--- src/hw/mec_cfg.svh ---
// offsets, field positions, reset values for the error capture bank
`ifndef MEC_CFG_SVH
`define MEC_CFG_SVH

// register byte offsets
`define MEC_OFS_ENABLE      16'h100c
`define MEC_OFS_ADDR_CAP    16'h1014
`define MEC_OFS_SOURCE_ID_LOW_BYTE_CAP   16'h1018
`define MEC_OFS_CTRL_CAP    16'h101c
`define MEC_OFS_INT_STATUS  16'h1030
`define MEC_OFS_INT_MASK    16'h1034

// address capture fields (bit 0 is the msb in the map)
`define MEC_ADDR_HI         23
`define MEC_ADDR_LO         3
`define MEC_WORD_POINTER_BIT       1
`define MEC_ADDR_CAP_MASK   32'h00fffffa

// source id capture fields
`define MEC_SRC_MSB_HI      15
`define MEC_SRC_MSB_LO      8
`define MEC_SRC_LSB_HI      7
`define MEC_SRC_LSB_LO      0
`define MEC_SOURCE_ID_LOW_BYTE_CAP_MASK  32'h0000ffff

// control capture fields
`define MEC_FTYPE_HI        31
`define MEC_FTYPE_LO        28
`define MEC_TTYPE_HI        27
`define MEC_TTYPE_LO        24
`define MEC_CTRL_CAP_MASK   32'hff000000

// enable bits in the enable register
`define MEC_EN_ILL_TRANS    27
`define MEC_EN_ILL_RESP     23
`define MEC_EN_UNSUP_TRANS  22

// packet codes
`define MEC_FTYPE_MAINT     4'h8
`define MEC_HOP_TERMINATE   8'h00
`define MEC_TTYPE_RD_RESP   4'h2
`define MEC_TTYPE_WR_RESP   4'h3
`define MEC_TTYPE_PORT_WR   4'h4
`define MEC_TTYPE_FIRST_BAD 4'h5
`define MEC_TT_SMALL        2'h0
`define MEC_TT_LARGE        2'h1

// reset values
`define MEC_RST_WORD        32'h00000000
`define MEC_RST_VEC         4'h0

`endif

--- src/hw/mec_pkg.sv ---
// types shared by the error capture bank
package mec_pkg;

    // header fields of a packet seen by the logical layer
    typedef struct packed {
        logic [3:0]  ftype;
        logic [1:0]  tt;
        logic [7:0]  hop_count;
        logic [3:0]  ttype;
        logic [15:0] source_id;
        logic [15:0] raw_bytes_3_4;
        logic [20:0] address;
        logic        word_pointer;
    } mec_packet_t;

    // error flags in one packet, bit order of the status register
    typedef struct packed {
        logic unsupported_transaction_flag;
        logic illegal_response_flag;
        logic illegal_transaction_flag;
    } mec_errors_t;

    // words loaded on capture
    typedef struct packed {
        logic [31:0] address_word;
        logic [31:0] source_id_word;
        logic [31:0] control_word;
    } mec_capture_t;

    // bus handshake states
    typedef enum logic [1:0] {
        MEC_BUS_IDLE = 2'b01,
        MEC_BUS_ACK  = 2'b10
    } mec_bus_state_t;

endpackage

--- src/hw/mec_decode.sv ---
// classifies an incoming packet and builds the capture words
`timescale 1ns/1ps
`include "mec_cfg.svh"

module mec_decode
    import mec_pkg::*;
(
    // incoming packet
    input  wire logic        pkt_valid,
    input  wire mec_packet_t pkt,
    // enable bits
    input  wire mec_errors_t enables,
    // results
    output      mec_errors_t detected,
    output      mec_errors_t enabled_hits,
    output      mec_capture_t capture
);

    logic terminating;
    logic tt_bad;

    // only maintenance traffic at hop count zero is examined
    assign terminating = pkt_valid
        && (pkt.ftype == `MEC_FTYPE_MAINT)
        && (pkt.hop_count == `MEC_HOP_TERMINATE);
    assign tt_bad = pkt.tt[1];

    // error classes
    always_comb begin
        detected = '0;
        detected.illegal_transaction_flag = terminating
            && ((pkt.ttype >= `MEC_TTYPE_FIRST_BAD) || tt_bad);
        detected.illegal_response_flag = terminating && !tt_bad
            && ((pkt.ttype == `MEC_TTYPE_RD_RESP)
             || (pkt.ttype == `MEC_TTYPE_WR_RESP));
        detected.unsupported_transaction_flag = terminating && !tt_bad
            && (pkt.ttype == `MEC_TTYPE_PORT_WR);
    end

    // per error gating by its enable bit
    genvar g;
    generate
        for (g = 0; g < 3; g++) begin : g_gate
            assign enabled_hits[g] = detected[g] && enables[g];
        end
    endgenerate

    // capture words, fields placed whatever the packet type
    always_comb begin
        capture = '0;
        capture.address_word[`MEC_ADDR_HI:`MEC_ADDR_LO] = pkt.address;
        capture.address_word[`MEC_WORD_POINTER_BIT] = pkt.word_pointer;
        if (tt_bad) begin
            capture.source_id_word[15:0] = pkt.raw_bytes_3_4;
        end else if (pkt.tt == `MEC_TT_LARGE) begin
            capture.source_id_word[15:0] = pkt.source_id;
        end else begin
            capture.source_id_word[`MEC_SRC_LSB_HI:`MEC_SRC_LSB_LO] =
                pkt.source_id[7:0];
        end
        capture.control_word[`MEC_FTYPE_HI:`MEC_FTYPE_LO] = pkt.ftype;
        capture.control_word[`MEC_TTYPE_HI:`MEC_TTYPE_LO] = pkt.ttype;
    end

endmodule // mec_decode

--- src/hw/mec_capture_bank.sv ---
// logical/transport error capture registers with avalon-mm access
`timescale 1ns/1ps
`include "mec_cfg.svh"

// Notes on behaviour
// - an enabled error loads all three capture registers then freezes them
// - only maintenance packets at hop count zero are examined
// - address goes to bits 8:28, word pointer to bit 30
// - with invalid tt the address position bits are captured as they are
// - port-writes and responses capture whatever sits at the address place
// - correctly formatted requests failing otherwise change no capture register
// - source id low byte in 24:31, high byte in 16:23 for large ids
// - undefined tt captures packet bytes 3 and 4 raw
// - format type in bits 0:3, transaction type in 4:7
// - transaction type is the four bits after the format type
// - captured format type of maintenance packets reads eight
// - illegal transaction for ttype 5..15 or tt 2/3 at hop zero
// - illegal response for any maintenance response at hop zero with tt 0/1
// - unsupported transaction for any port-write at hop zero with tt 0/1
// - each error's enable bit decides whether it locks and reports
module mec_capture_bank
    import mec_pkg::*;
(
    // clock and reset
    input  wire logic        clk_sys,
    input  wire logic        reset,
    // avalon-mm slave
    input  wire logic [15:0] avs_address,
    input  wire logic        avs_read,
    input  wire logic        avs_write,
    input  wire logic [31:0] avs_writedata,
    input  wire logic [3:0]  avs_byteenable,
    output      logic [31:0] avs_readdata,
    output      logic        avs_waitrequest,
    // packets reaching the logical layer
    input  wire logic        pkt_valid,
    input  wire mec_packet_t pkt,
    // status
    output      logic        capture_locked,
    output      logic        irq
);

    mec_bus_state_t state;
    mec_bus_state_t next_state;
    logic [31:0]    next_readdata;
    logic           next_waitrequest;
    logic [31:0]    enable_reg;
    logic [31:0]    addr_cap;
    logic [31:0]    source_id_low_byte_cap;
    logic [31:0]    ctrl_cap;
    logic [3:0]     int_status;
    logic [3:0]     int_mask;
    logic [31:0]    next_enable_reg;
    logic [31:0]    next_addr_cap;
    logic [31:0]    next_source_id_low_byte_cap;
    logic [31:0]    next_ctrl_cap;
    logic [3:0]     next_int_status;
    logic [3:0]     next_int_mask;
    logic           next_capture_locked;
    logic           next_irq;
    logic           wr_commit;
    logic [31:0]    wr_merged;
    logic           unlock_wr;
    logic           capture_fire;
    mec_errors_t    enables;
    mec_errors_t    detected;
    mec_errors_t    enabled_hits;
    mec_capture_t   capture;

    // merge write data with the current word under byte enables
    function automatic logic [31:0] merge_bytes(input logic [31:0] old_w,
                                                input logic [31:0] new_w,
                                                input logic [3:0]  be);
        logic [31:0] r;
        r = old_w;
        for (int i = 0; i < 4; i++) begin
            if (be[i]) begin
                r[i*8 +: 8] = new_w[i*8 +: 8];
            end
        end
        return r;
    endfunction

    // address match of a register offset
    function automatic logic hit(input logic [15:0] a,
                                 input logic [15:0] ofs);
        return a == ofs;
    endfunction

    // enable bits taken from the enable register
    assign enables.illegal_transaction_flag   = enable_reg[`MEC_EN_ILL_TRANS];
    assign enables.illegal_response_flag      = enable_reg[`MEC_EN_ILL_RESP];
    assign enables.unsupported_transaction_flag =
        enable_reg[`MEC_EN_UNSUP_TRANS];

    // packet classifier
    mec_decode u_decode (
        .pkt_valid    (pkt_valid),
        .pkt          (pkt),
        .enables      (enables),
        .detected     (detected),
        .enabled_hits (enabled_hits),
        .capture      (capture)
    );

    // bus write takes effect on the edge where waitrequest is low
    assign wr_commit = avs_write && !avs_waitrequest;
    assign wr_merged = merge_bytes(32'h00000000, avs_writedata,
                                   avs_byteenable);
    assign unlock_wr = wr_commit && hit(avs_address, `MEC_OFS_CTRL_CAP)
                       && (wr_merged == `MEC_RST_WORD);
    // a new error captures when free, or in the cycle the lock is released
    assign capture_fire = (|enabled_hits)
                          && (!capture_locked || unlock_wr);

    // bus handshake: one wait cycle, then one acknowledged cycle
    always_comb begin
        next_state       = state;
        next_waitrequest = avs_waitrequest;
        next_readdata    = avs_readdata;
        case (state)
            MEC_BUS_IDLE: begin
                if (avs_read || avs_write) begin
                    next_state       = MEC_BUS_ACK;
                    next_waitrequest = 1'b0;
                    next_readdata    = 32'h00000000;
                    if (avs_read) begin
                        if (hit(avs_address, `MEC_OFS_ENABLE))
                            next_readdata = enable_reg;
                        else if (hit(avs_address, `MEC_OFS_ADDR_CAP))
                            next_readdata = addr_cap;
                        else if (hit(avs_address, `MEC_OFS_SOURCE_ID_LOW_BYTE_CAP))
                            next_readdata = source_id_low_byte_cap;
                        else if (hit(avs_address, `MEC_OFS_CTRL_CAP))
                            next_readdata = ctrl_cap;
                        else if (hit(avs_address, `MEC_OFS_INT_STATUS))
                            next_readdata = {28'h0000000, int_status};
                        else if (hit(avs_address, `MEC_OFS_INT_MASK))
                            next_readdata = {28'h0000000, int_mask};
                    end
                end
            end
            MEC_BUS_ACK: begin
                next_state       = MEC_BUS_IDLE;
                next_waitrequest = 1'b1;
            end
            default: begin
                next_state       = MEC_BUS_IDLE;
                next_waitrequest = 1'b1;
            end
        endcase
    end

    // bus handshake registers
    always_ff @(posedge clk_sys) begin
        if (reset) begin
            state           <= MEC_BUS_IDLE;
            avs_waitrequest <= 1'b1;
            avs_readdata    <= 32'h00000000;
        end else begin
            state           <= next_state;
            avs_waitrequest <= next_waitrequest;
            avs_readdata    <= next_readdata;
        end
    end

    // register file next values; hardware capture wins over software
    always_comb begin
        next_enable_reg     = enable_reg;
        next_addr_cap       = addr_cap;
        next_source_id_low_byte_cap      = source_id_low_byte_cap;
        next_ctrl_cap       = ctrl_cap;
        next_int_mask       = int_mask;
        next_int_status     = int_status;
        next_capture_locked = capture_locked;
        if (wr_commit) begin
            if (hit(avs_address, `MEC_OFS_ENABLE))
                next_enable_reg = merge_bytes(enable_reg, avs_writedata,
                    avs_byteenable) & ((32'h1 << `MEC_EN_ILL_TRANS)
                    | (32'h1 << `MEC_EN_ILL_RESP)
                    | (32'h1 << `MEC_EN_UNSUP_TRANS));
            if (hit(avs_address, `MEC_OFS_ADDR_CAP))
                next_addr_cap = merge_bytes(addr_cap, avs_writedata,
                    avs_byteenable) & `MEC_ADDR_CAP_MASK;
            if (hit(avs_address, `MEC_OFS_SOURCE_ID_LOW_BYTE_CAP))
                next_source_id_low_byte_cap = merge_bytes(source_id_low_byte_cap, avs_writedata,
                    avs_byteenable) & `MEC_SOURCE_ID_LOW_BYTE_CAP_MASK;
            if (hit(avs_address, `MEC_OFS_CTRL_CAP))
                next_ctrl_cap = merge_bytes(ctrl_cap, avs_writedata,
                    avs_byteenable) & `MEC_CTRL_CAP_MASK;
            if (hit(avs_address, `MEC_OFS_INT_MASK))
                next_int_mask = avs_byteenable[0] ? avs_writedata[3:0]
                                                  : int_mask;
            if (hit(avs_address, `MEC_OFS_INT_STATUS)
                && avs_byteenable[0])
                next_int_status = int_status & ~avs_writedata[3:0];
        end
        if (unlock_wr)
            next_capture_locked = 1'b0;
        // enabled errors report, set wins over a same-cycle clear
        next_int_status[2:0] = next_int_status[2:0] | enabled_hits;
        if (capture_fire) begin
            next_addr_cap       = capture.address_word;
            next_source_id_low_byte_cap      = capture.source_id_word;
            next_ctrl_cap       = capture.control_word;
            next_capture_locked = 1'b1;
            next_int_status[3]  = 1'b1;
        end
        next_irq = |(int_status & int_mask);
    end

    // register file storage, all fields reset to zero
    always_ff @(posedge clk_sys) begin
        if (reset) begin
            enable_reg     <= `MEC_RST_WORD;
            addr_cap       <= `MEC_RST_WORD;
            source_id_low_byte_cap      <= `MEC_RST_WORD;
            ctrl_cap       <= `MEC_RST_WORD;
            int_status     <= `MEC_RST_VEC;
            int_mask       <= `MEC_RST_VEC;
            capture_locked <= 1'b0;
            irq            <= 1'b0;
        end else begin
            enable_reg     <= next_enable_reg;
            addr_cap       <= next_addr_cap;
            source_id_low_byte_cap      <= next_source_id_low_byte_cap;
            ctrl_cap       <= next_ctrl_cap;
            int_status     <= next_int_status;
            int_mask       <= next_int_mask;
            capture_locked <= next_capture_locked;
            irq            <= next_irq;
        end
    end

    // checks on capture, freeze and reporting
    a_lock_on_capture: assert property (
        @(posedge clk_sys) disable iff (reset)
        capture_fire |=> capture_locked && int_status[3])
        else $error("capture did not lock the registers");

    a_frozen_holds: assert property (
        @(posedge clk_sys) disable iff (reset)
        capture_locked && !wr_commit |=> $stable(addr_cap)
            && $stable(source_id_low_byte_cap) && $stable(ctrl_cap))
        else $error("frozen capture registers changed");

    a_bypass_untouched: assert property (
        @(posedge clk_sys) disable iff (reset)
        pkt_valid && pkt.ftype != `MEC_FTYPE_MAINT && !wr_commit
        |=> $stable(ctrl_cap) && $stable(int_status))
        else $error("non-maintenance packet touched the bank");

    a_good_request_quiet: assert property (
        @(posedge clk_sys) disable iff (reset)
        pkt_valid && pkt.ttype < 4'h2 && !pkt.tt[1] && !wr_commit
        |=> $stable(addr_cap) && $stable(capture_locked))
        else $error("well formed request changed a capture register");

    a_address_fields: assert property (
        @(posedge clk_sys) disable iff (reset)
        capture_fire |=> addr_cap[23:3] == $past(pkt.address)
            && addr_cap[1] == $past(pkt.word_pointer))
        else $error("address or word pointer captured wrongly");

    a_source_small: assert property (
        @(posedge clk_sys) disable iff (reset)
        capture_fire && pkt.tt == 2'h0
        |=> source_id_low_byte_cap == {24'h000000, $past(pkt.source_id[7:0])})
        else $error("small source id captured wrongly");

    a_raw_bytes: assert property (
        @(posedge clk_sys) disable iff (reset)
        capture_fire && pkt.tt[1]
        |=> source_id_low_byte_cap[15:0] == $past(pkt.raw_bytes_3_4))
        else $error("raw bytes 3 and 4 not captured");

    a_type_fields: assert property (
        @(posedge clk_sys) disable iff (reset)
        capture_fire |=> ctrl_cap[31:24] == {$past(pkt.ftype),
            $past(pkt.ttype)} && ctrl_cap[31:28] == 4'h8)
        else $error("format or transaction type captured wrongly");

    a_response_flag: assert property (
        @(posedge clk_sys) disable iff (reset)
        pkt_valid && pkt.ftype == 4'h8 && pkt.hop_count == 8'h00
        && pkt.ttype == 4'h3 && !pkt.tt[1]
        && enable_reg[`MEC_EN_ILL_RESP] |=> int_status[1])
        else $error("illegal response not reported");

    a_reserved_zero: assert property (
        @(posedge clk_sys) disable iff (reset)
        (addr_cap & ~`MEC_ADDR_CAP_MASK) == 32'h0
        && (ctrl_cap & ~`MEC_CTRL_CAP_MASK) == 32'h0)
        else $error("reserved capture bits not zero");

    a_irq_follows: assert property (
        @(posedge clk_sys) disable iff (reset)
        ##1 irq == |($past(int_status) & $past(int_mask)))
        else $error("interrupt does not follow masked status");

    a_wait_single: assert property (
        @(posedge clk_sys) disable iff (reset)
        !avs_waitrequest |=> avs_waitrequest)
        else $error("waitrequest low for more than one cycle");

endmodule // mec_capture_bank

--- config.mk ---
export PLATFORM = sky130hd
export DESIGN_NAME = mec_capture_bank
export DESIGN_NICKNAME = d
export VERILOG_FILES = /design/src/hw/mec_pkg.sv /design/src/hw/mec_decode.sv /design/src/hw/mec_capture_bank.sv
export VERILOG_INCLUDE_DIRS = /design/src /design/src/hw
export SDC_FILE = /design/constraint.sdc
export NUM_CORES = 1
export LEC_CHECK = 0
export ABC_AREA = 1
export BUFFER_PORTS_ARGS = -buffer_cell sky130_fd_sc_hd__buf_2
export CAP_MARGIN = 20
export CORE_MARGIN = 5
export CORE_UTILIZATION = 51
export CTS_BUF_LIST = sky130_fd_sc_hd__clkbuf_16
export DETAILED_ROUTE_END_ITERATION = 7
export GPL_ROUTABILITY_DRIVEN = 0
export HOLD_SLACK_MARGIN = 0.1
export PLACE_DENSITY = 0.87
export SLEW_MARGIN = 20
export SYNTH_ARGS = -nofsm -noshare
export SYNTH_HDL_FRONTEND = slang
export SYNTH_SLANG_ARGS = --single-unit
--- constraint.sdc ---
create_clock -name clk_sys -period 2.2 [get_ports clk_sys]
set_input_delay 0.22 -clock clk_sys [delete_from_list [all_inputs] [get_ports clk_sys]]
set_output_delay 0.22 -clock clk_sys [all_outputs]
set_load 0.005 [all_outputs]
* After elaboration in Yosys (flattened, before gate mapping)
Index checks and enable logic that the tools add are counted.
** Operators by class
- Divide/modulo/power cells :: 0
- Bitwise gates (word level) :: 5
- Equal/unequal tests :: 12
- Multipliers :: 0
- Muxes and demuxes :: 32
- Add/sub/neg operators :: 0
- Magnitude comparators :: 1
- Shift operators :: 0
- Reduce and logical (&&, ||, !) cells :: 47
** Operators by type and width (count)
- two-way mux 32 bit :: 8
- == test 16 x 13 -> 1 bit, second input constant :: 6
- two-way mux 8 bit :: 10
- two-way mux 24 bit :: 3
- two-way mux 16 bit :: 4
- logical NOT 32 bit :: 1
- AND reduction 3 bit :: 9
- nonzero test 2 bit :: 10
- two-way mux 4 bit :: 4
- logical AND 1 bit :: 14
- AND 4 bit :: 2
- == test 4 x 2 -> 1 bit, second input constant :: 2
- logical NOT 8 bit :: 1
- == test 2 x 1 -> 1 bit, second input constant :: 2
- == test 4 x 3 -> 1 bit, second input constant :: 1
- == test 4 bit, second input constant :: 1
- greater-or-equal comparator 4 x 3 -> 1 bit, second input constant :: 1
- logical OR 1 bit :: 4
- inverter 4 bit :: 1
- AND reduction 2 bit :: 2
- OR reduction 4 bit :: 1
- logical NOT 1 bit :: 3
- two-way mux 1 bit :: 3
- bitwise OR 3 bit :: 1
- 3 further kinds :: 3
** Word-level totals
- Bits in latches :: 0
- Memories :: 0
- Bits in registers :: 94
- Bits in writable memories :: 0
- Bits in read-only memories :: 0
- Logic and storage cells :: 113

* Logic depth before layout (Yosys ltp)
- Word-level depth :: 10
- Mapped depth :: 14

* Hierarchy
Synthesis repeated with hierarchy kept, for this count alone.
** Unflattened totals
- Cell total of the unflattened synthesis :: 1294
- Area total of the unflattened synthesis :: 8368.0 µm²
** Modules (own cells, without submodules)
- mec_capture_bank :: times used 1, sequential area each 2862.7 µm², cells an instance 1125, area an instance 7384.6 µm²
- mec_decode :: times used 1, sequential area each 0.0 µm², cells an instance 169, area an instance 983.4 µm²

* Least setup slack after synthesis
No wires, ideal clock.
- Path kind :: reg2reg
- Start point :: register state[0] (netlist name)
- End point :: register addr_cap[22]
- Setup slack :: 0.556 ns
- Cell stages (with the launch flop) :: 10
- Required time :: 2.084 ns
- Arrival :: 1.528 ns
- Path through :: dfxtp_1 nor2_2 inv_2 nor2_1 nand3_1 nand2_2 nand2_2 buf_6 buf_6 o211a_1
** RTL lines
- end signal, assigned :: RTL line mec_capture_bank.sv:216 : addr_cap <= `MEC_RST_WORD;
- end signal, assigned :: RTL line mec_capture_bank.sv:225 : addr_cap <= next_addr_cap;
- end, declared :: RTL line mec_capture_bank.sv:48 : logic [31:0] addr_cap;

* Final worst setup path
- Start point :: register enable_reg[23]
- End point :: register int_status[3]
** On the way
- Longest elaborated chain between the ends :: 5
- Elaborated cells between the ends (all ways) :: 7
- Classes of those cells :: mux: 1; reduce/logical: 6
** Ends and longest elaborated chain
- start, declared :: RTL line mec_capture_bank.sv:47 : logic [31:0] enable_reg;
- start signal, assigned :: RTL line mec_capture_bank.sv:215 : enable_reg <= `MEC_RST_WORD;
- start signal, assigned :: RTL line mec_capture_bank.sv:224 : enable_reg <= next_enable_reg;
- logical AND 1 bit * :: RTL line mec_decode.sv:44 : assign enabled_hits[g] = detected[g] && enables[g];
- OR reduction 3 bit * :: RTL line mec_capture_bank.sv:113 : assign capture_fire = (|enabled_hits)
- logical AND 1 bit * :: RTL line mec_capture_bank.sv:114 : && (!capture_locked || unlock_wr);
- nonzero test 2 bit (no line)
- AND reduction 2 bit (no line)
- end signal, assigned :: RTL line mec_capture_bank.sv:219 : int_status <= `MEC_RST_VEC;
- end signal, assigned :: RTL line mec_capture_bank.sv:228 : int_status <= next_int_status;
- end, declared :: RTL line mec_capture_bank.sv:51 : logic [3:0] int_status;
Mark *: on every way between the ends. The rest lies on a longest branch, timed or not.
A chain may end at the register's enable or synchronous reset.

==> impl_metrics.ini <==
[status]
status = completed

[synthesis]
syn_nets = 910
yosys.area.top_type = dfxtp_1
synthesis.instances = 781
synth-seq-cells = 93
avgSynthCellArea_sq_um = 6.44
ys_seq_area_frac = 0.370
synth_edf_count = 0
synth_ff_type = dfxtp_1
synthArstFlopShare = 0
synth_area_sq_um = 5030
synthTopCellsByArea = dfxtp_1 37%, nand2_1 19%, nand3_1 9.0%, nor2_1 8.4%, o21bai_1 3.6%
synth_top_area_frac = 0.370
synth_warnings = 0
yosysUniqueCellTypes = 31

[critical_path]
cp.arrival_ns = 2.26
required_ns = 2.47
timing.rr.start = enable_reg[23]
r2r_slack_ns = 0.21
r2r_cells = 9
start_kind = flop
critPathMaxFanout = 15
r2r-end = int_status[3]
crit_type = reg2reg
worstSetupEndpointType = flop

[sta]
rsz0062_at_grt = no
fin_crit_ns = 1.99
setup_tns_ns = 0
skew_ns = 0.0102
slew_violations = 0
final-hold-violation-count = 0
finalSetupViolCount = 0
min_period_over_period = 0.905
max_slew_margin = 0.568
clock.fmax_ghz = 0.503
worstMarginPinSlew_ns = 0.647

[power_and_ir_drop]
switchingPower_mw = 0.936
switching_share = 0.255
ir_drop_mv = 0.328
p_int_mw = 2.74
combPwrFrac = 0.107
seqPwrFrac = 0.459
p_clk_frac = 0.434
p_per_area_nw_per_um2 = 583
p_leak_nw = 3.30
p_total_mw = 3.68

[global_routing]
grt-ovfl-total = 0
grt_first_pass_wirelength_microns = 24500
grt_pass1_vias = 5299
grt_util_all_layers = 0.256
grt_max_degree = 48
antenna_found_initial = 0

[layout]
top_regs = avs_readdata: 32 flops, addr_cap: 22 flops, source_id_low_byte_cap: 16 flops
drive_gt1_frac = 0.239
syn_to_final_growth_pct = 25.4
top_register = avs_readdata
diodes = 0
final_net_count = 1068
seq_area_sq_um = 1860
largest_reg_flops = 32
multi_input_comb_area_sq_um = 2800
fillers = 903

[detailed_routing]
avgViaCountPerCell = 5.30
drt-wirelength-per-cell_microns = 14.1
drt_pre_antenna_iters = 7
ant_nets = 0
dr_total_vias = 5704
drc_errors = 0
routed_wl_microns = 15100
drtIter0Drc = 450

[placed_design]
portBuffers = 163
hpwlAfterDp_microns = 11600

[floorplanning]
ios = 164
rows = 36
dieArea_sq_um = 11900
core_sq_um = 9680
dieWidth_microns = 109
fp.dieH_microns = 109
start_util = 0.519

[cts]
clock_path_buffers = 2
insertion_delay_ns = 0.34
cts_tree = done
htree_levels = 3
numCtsBuffers = 9
cts.reportedPaths.clkPinSlew_ns = 0.06
clock_sinks = 93
root_buffer = clkbuf_16
post_cts_buffers = 0

[worst_hold_path]
min_path_cells = 2
min_path_type = in2reg
hold_end = addr_cap[20]
hold_start = pkt[18]

[job]
drv_cap = 0
==> kinds of logic (layout without fill, tap and decap cells) <==
kind of cell	count (synthesis)	count (layout)	share of synthesized area
flops	93	93	0.370
mux	4	4	0.00871
buf+inv	85	248	0.0734
simple gates	499	499	0.413
compound gates	100	100	0.134
==> power by group through the flow <==
stage	Combinational [mW]	Sequential [mW]	Clock, mW
floorplan	0.198	1.73	0
global placement	0.384	1.73	0
detailed placement	0.386	1.73	0
CTS	0.390	1.69	1.60
global route	0.437	1.69	1.69
finish	0.393	1.69	1.59
==> cells in the final DEF, fill, tap and decap left out, types with 4 or more instances in the layout <==
master       n
o21ai_0     14
nor2_1     113
o211a_1      8
a21oi_1     29
nor3_1      16
clkbuf_16    9
nand2_1    257
nand3_1     90
inv_1       45
nand4_1      8
a31oi_1     14
a211oi_2     4
dfxtp_1     93
buf_2      163
o21bai_1    24
buf_4       20
o21ai_2      4
nor2_2       4
nand2_2      6
==> layer usage <==
metal,up-vias,part of all wire,routed length [microns],GRT usage
li1,2861,-,-,-
met1,2511,0.43,6520,0.348
met2,302,0.44,6660,0.404
met3,30,0.11,1640,0.0580
met4,0,0.020,310,0.0828
met5,-,0,0,0
==> worst max-delay path: stages (launching register included) <==
cell	delay (ns)
dfxtp_1	0.33
inv_1	0.07
nor3_1	0.27
nand4_1	0.23
nand3_2	0.17
nand2_2	0.22
buf_4	0.27
inv_1	0.09
o21ai_0	0.10
nor2_1	0.16
==> layout make-up <==
type,instances,share of cell area
clock buffers,9,0.0357
clock inverters,7,0.0133
inverters,48,0.0286
multi-input cells,603,0.444
flip-flops and latches,93,0.295
well taps,133,0.0264
repair buffers,184,0.156
==> how the worst max path moves through the flow <==
| stage | depth (start not counted) | end | start |
|---|---|---|---|
| after CTS | 9 | addr_cap[9] | enable_reg[23] |
| after global routing | 9 | int_status[3] | enable_reg[23] |
| after floorplan | 9 | addr_cap[22] | state[0] |
| after global placement | 13 | addr_cap[9] | avs_byteenable[0] |
| final | 9 | int_status[3] | enable_reg[23] |
| after detailed placement | 13 | addr_cap[9] | avs_byteenable[0] |
==> stage by stage <==
step | hold WS [ns] | std cells | util | setup slack (ns) | cell area, sq um
global route | 0.133 | 1077 | 0.651 | 0.0153 | 6300
floorplan | 0.376 | 781 | - | 0.556 | 5030
CTS | 0.120 | 1077 | 0.650 | 0.197 | 6300
detailed placement | 0.449 | 1061 | 0.618 | 0.0760 | 5990
global placement | 0.444 | 1061 | 0.618 | 0.145 | 5990
finish | 0.125 | 1077 | 0.651 | 0.210 | 6300
==> repair_timing <==
action	CTS	global route
gates resized for setup	0	1
hold buffers	0	0
setup endpoints to repair	0	8
==> synthesized netlist by cell type, types with 2 or more instances <==
cell type  instances
nand2_2            5
nand4_1            8
inv_2              3
o21ai_2            4
buf_4              2
buf_6              3
buf_2             16
a31oi_1           14
a21oi_1           29
nand2_1          258
a211oi_2           4
mux2_2             3
o21ai_0           14
o211a_1            8
nand3_1           90
inv_1             45
clkbuf_1          16
nor3_1            16
dfxtp_1           93
nor2_1           113
o21bai_1          24
nor2_2             4
No activity file was read; power rests on OpenSTA's default activity.
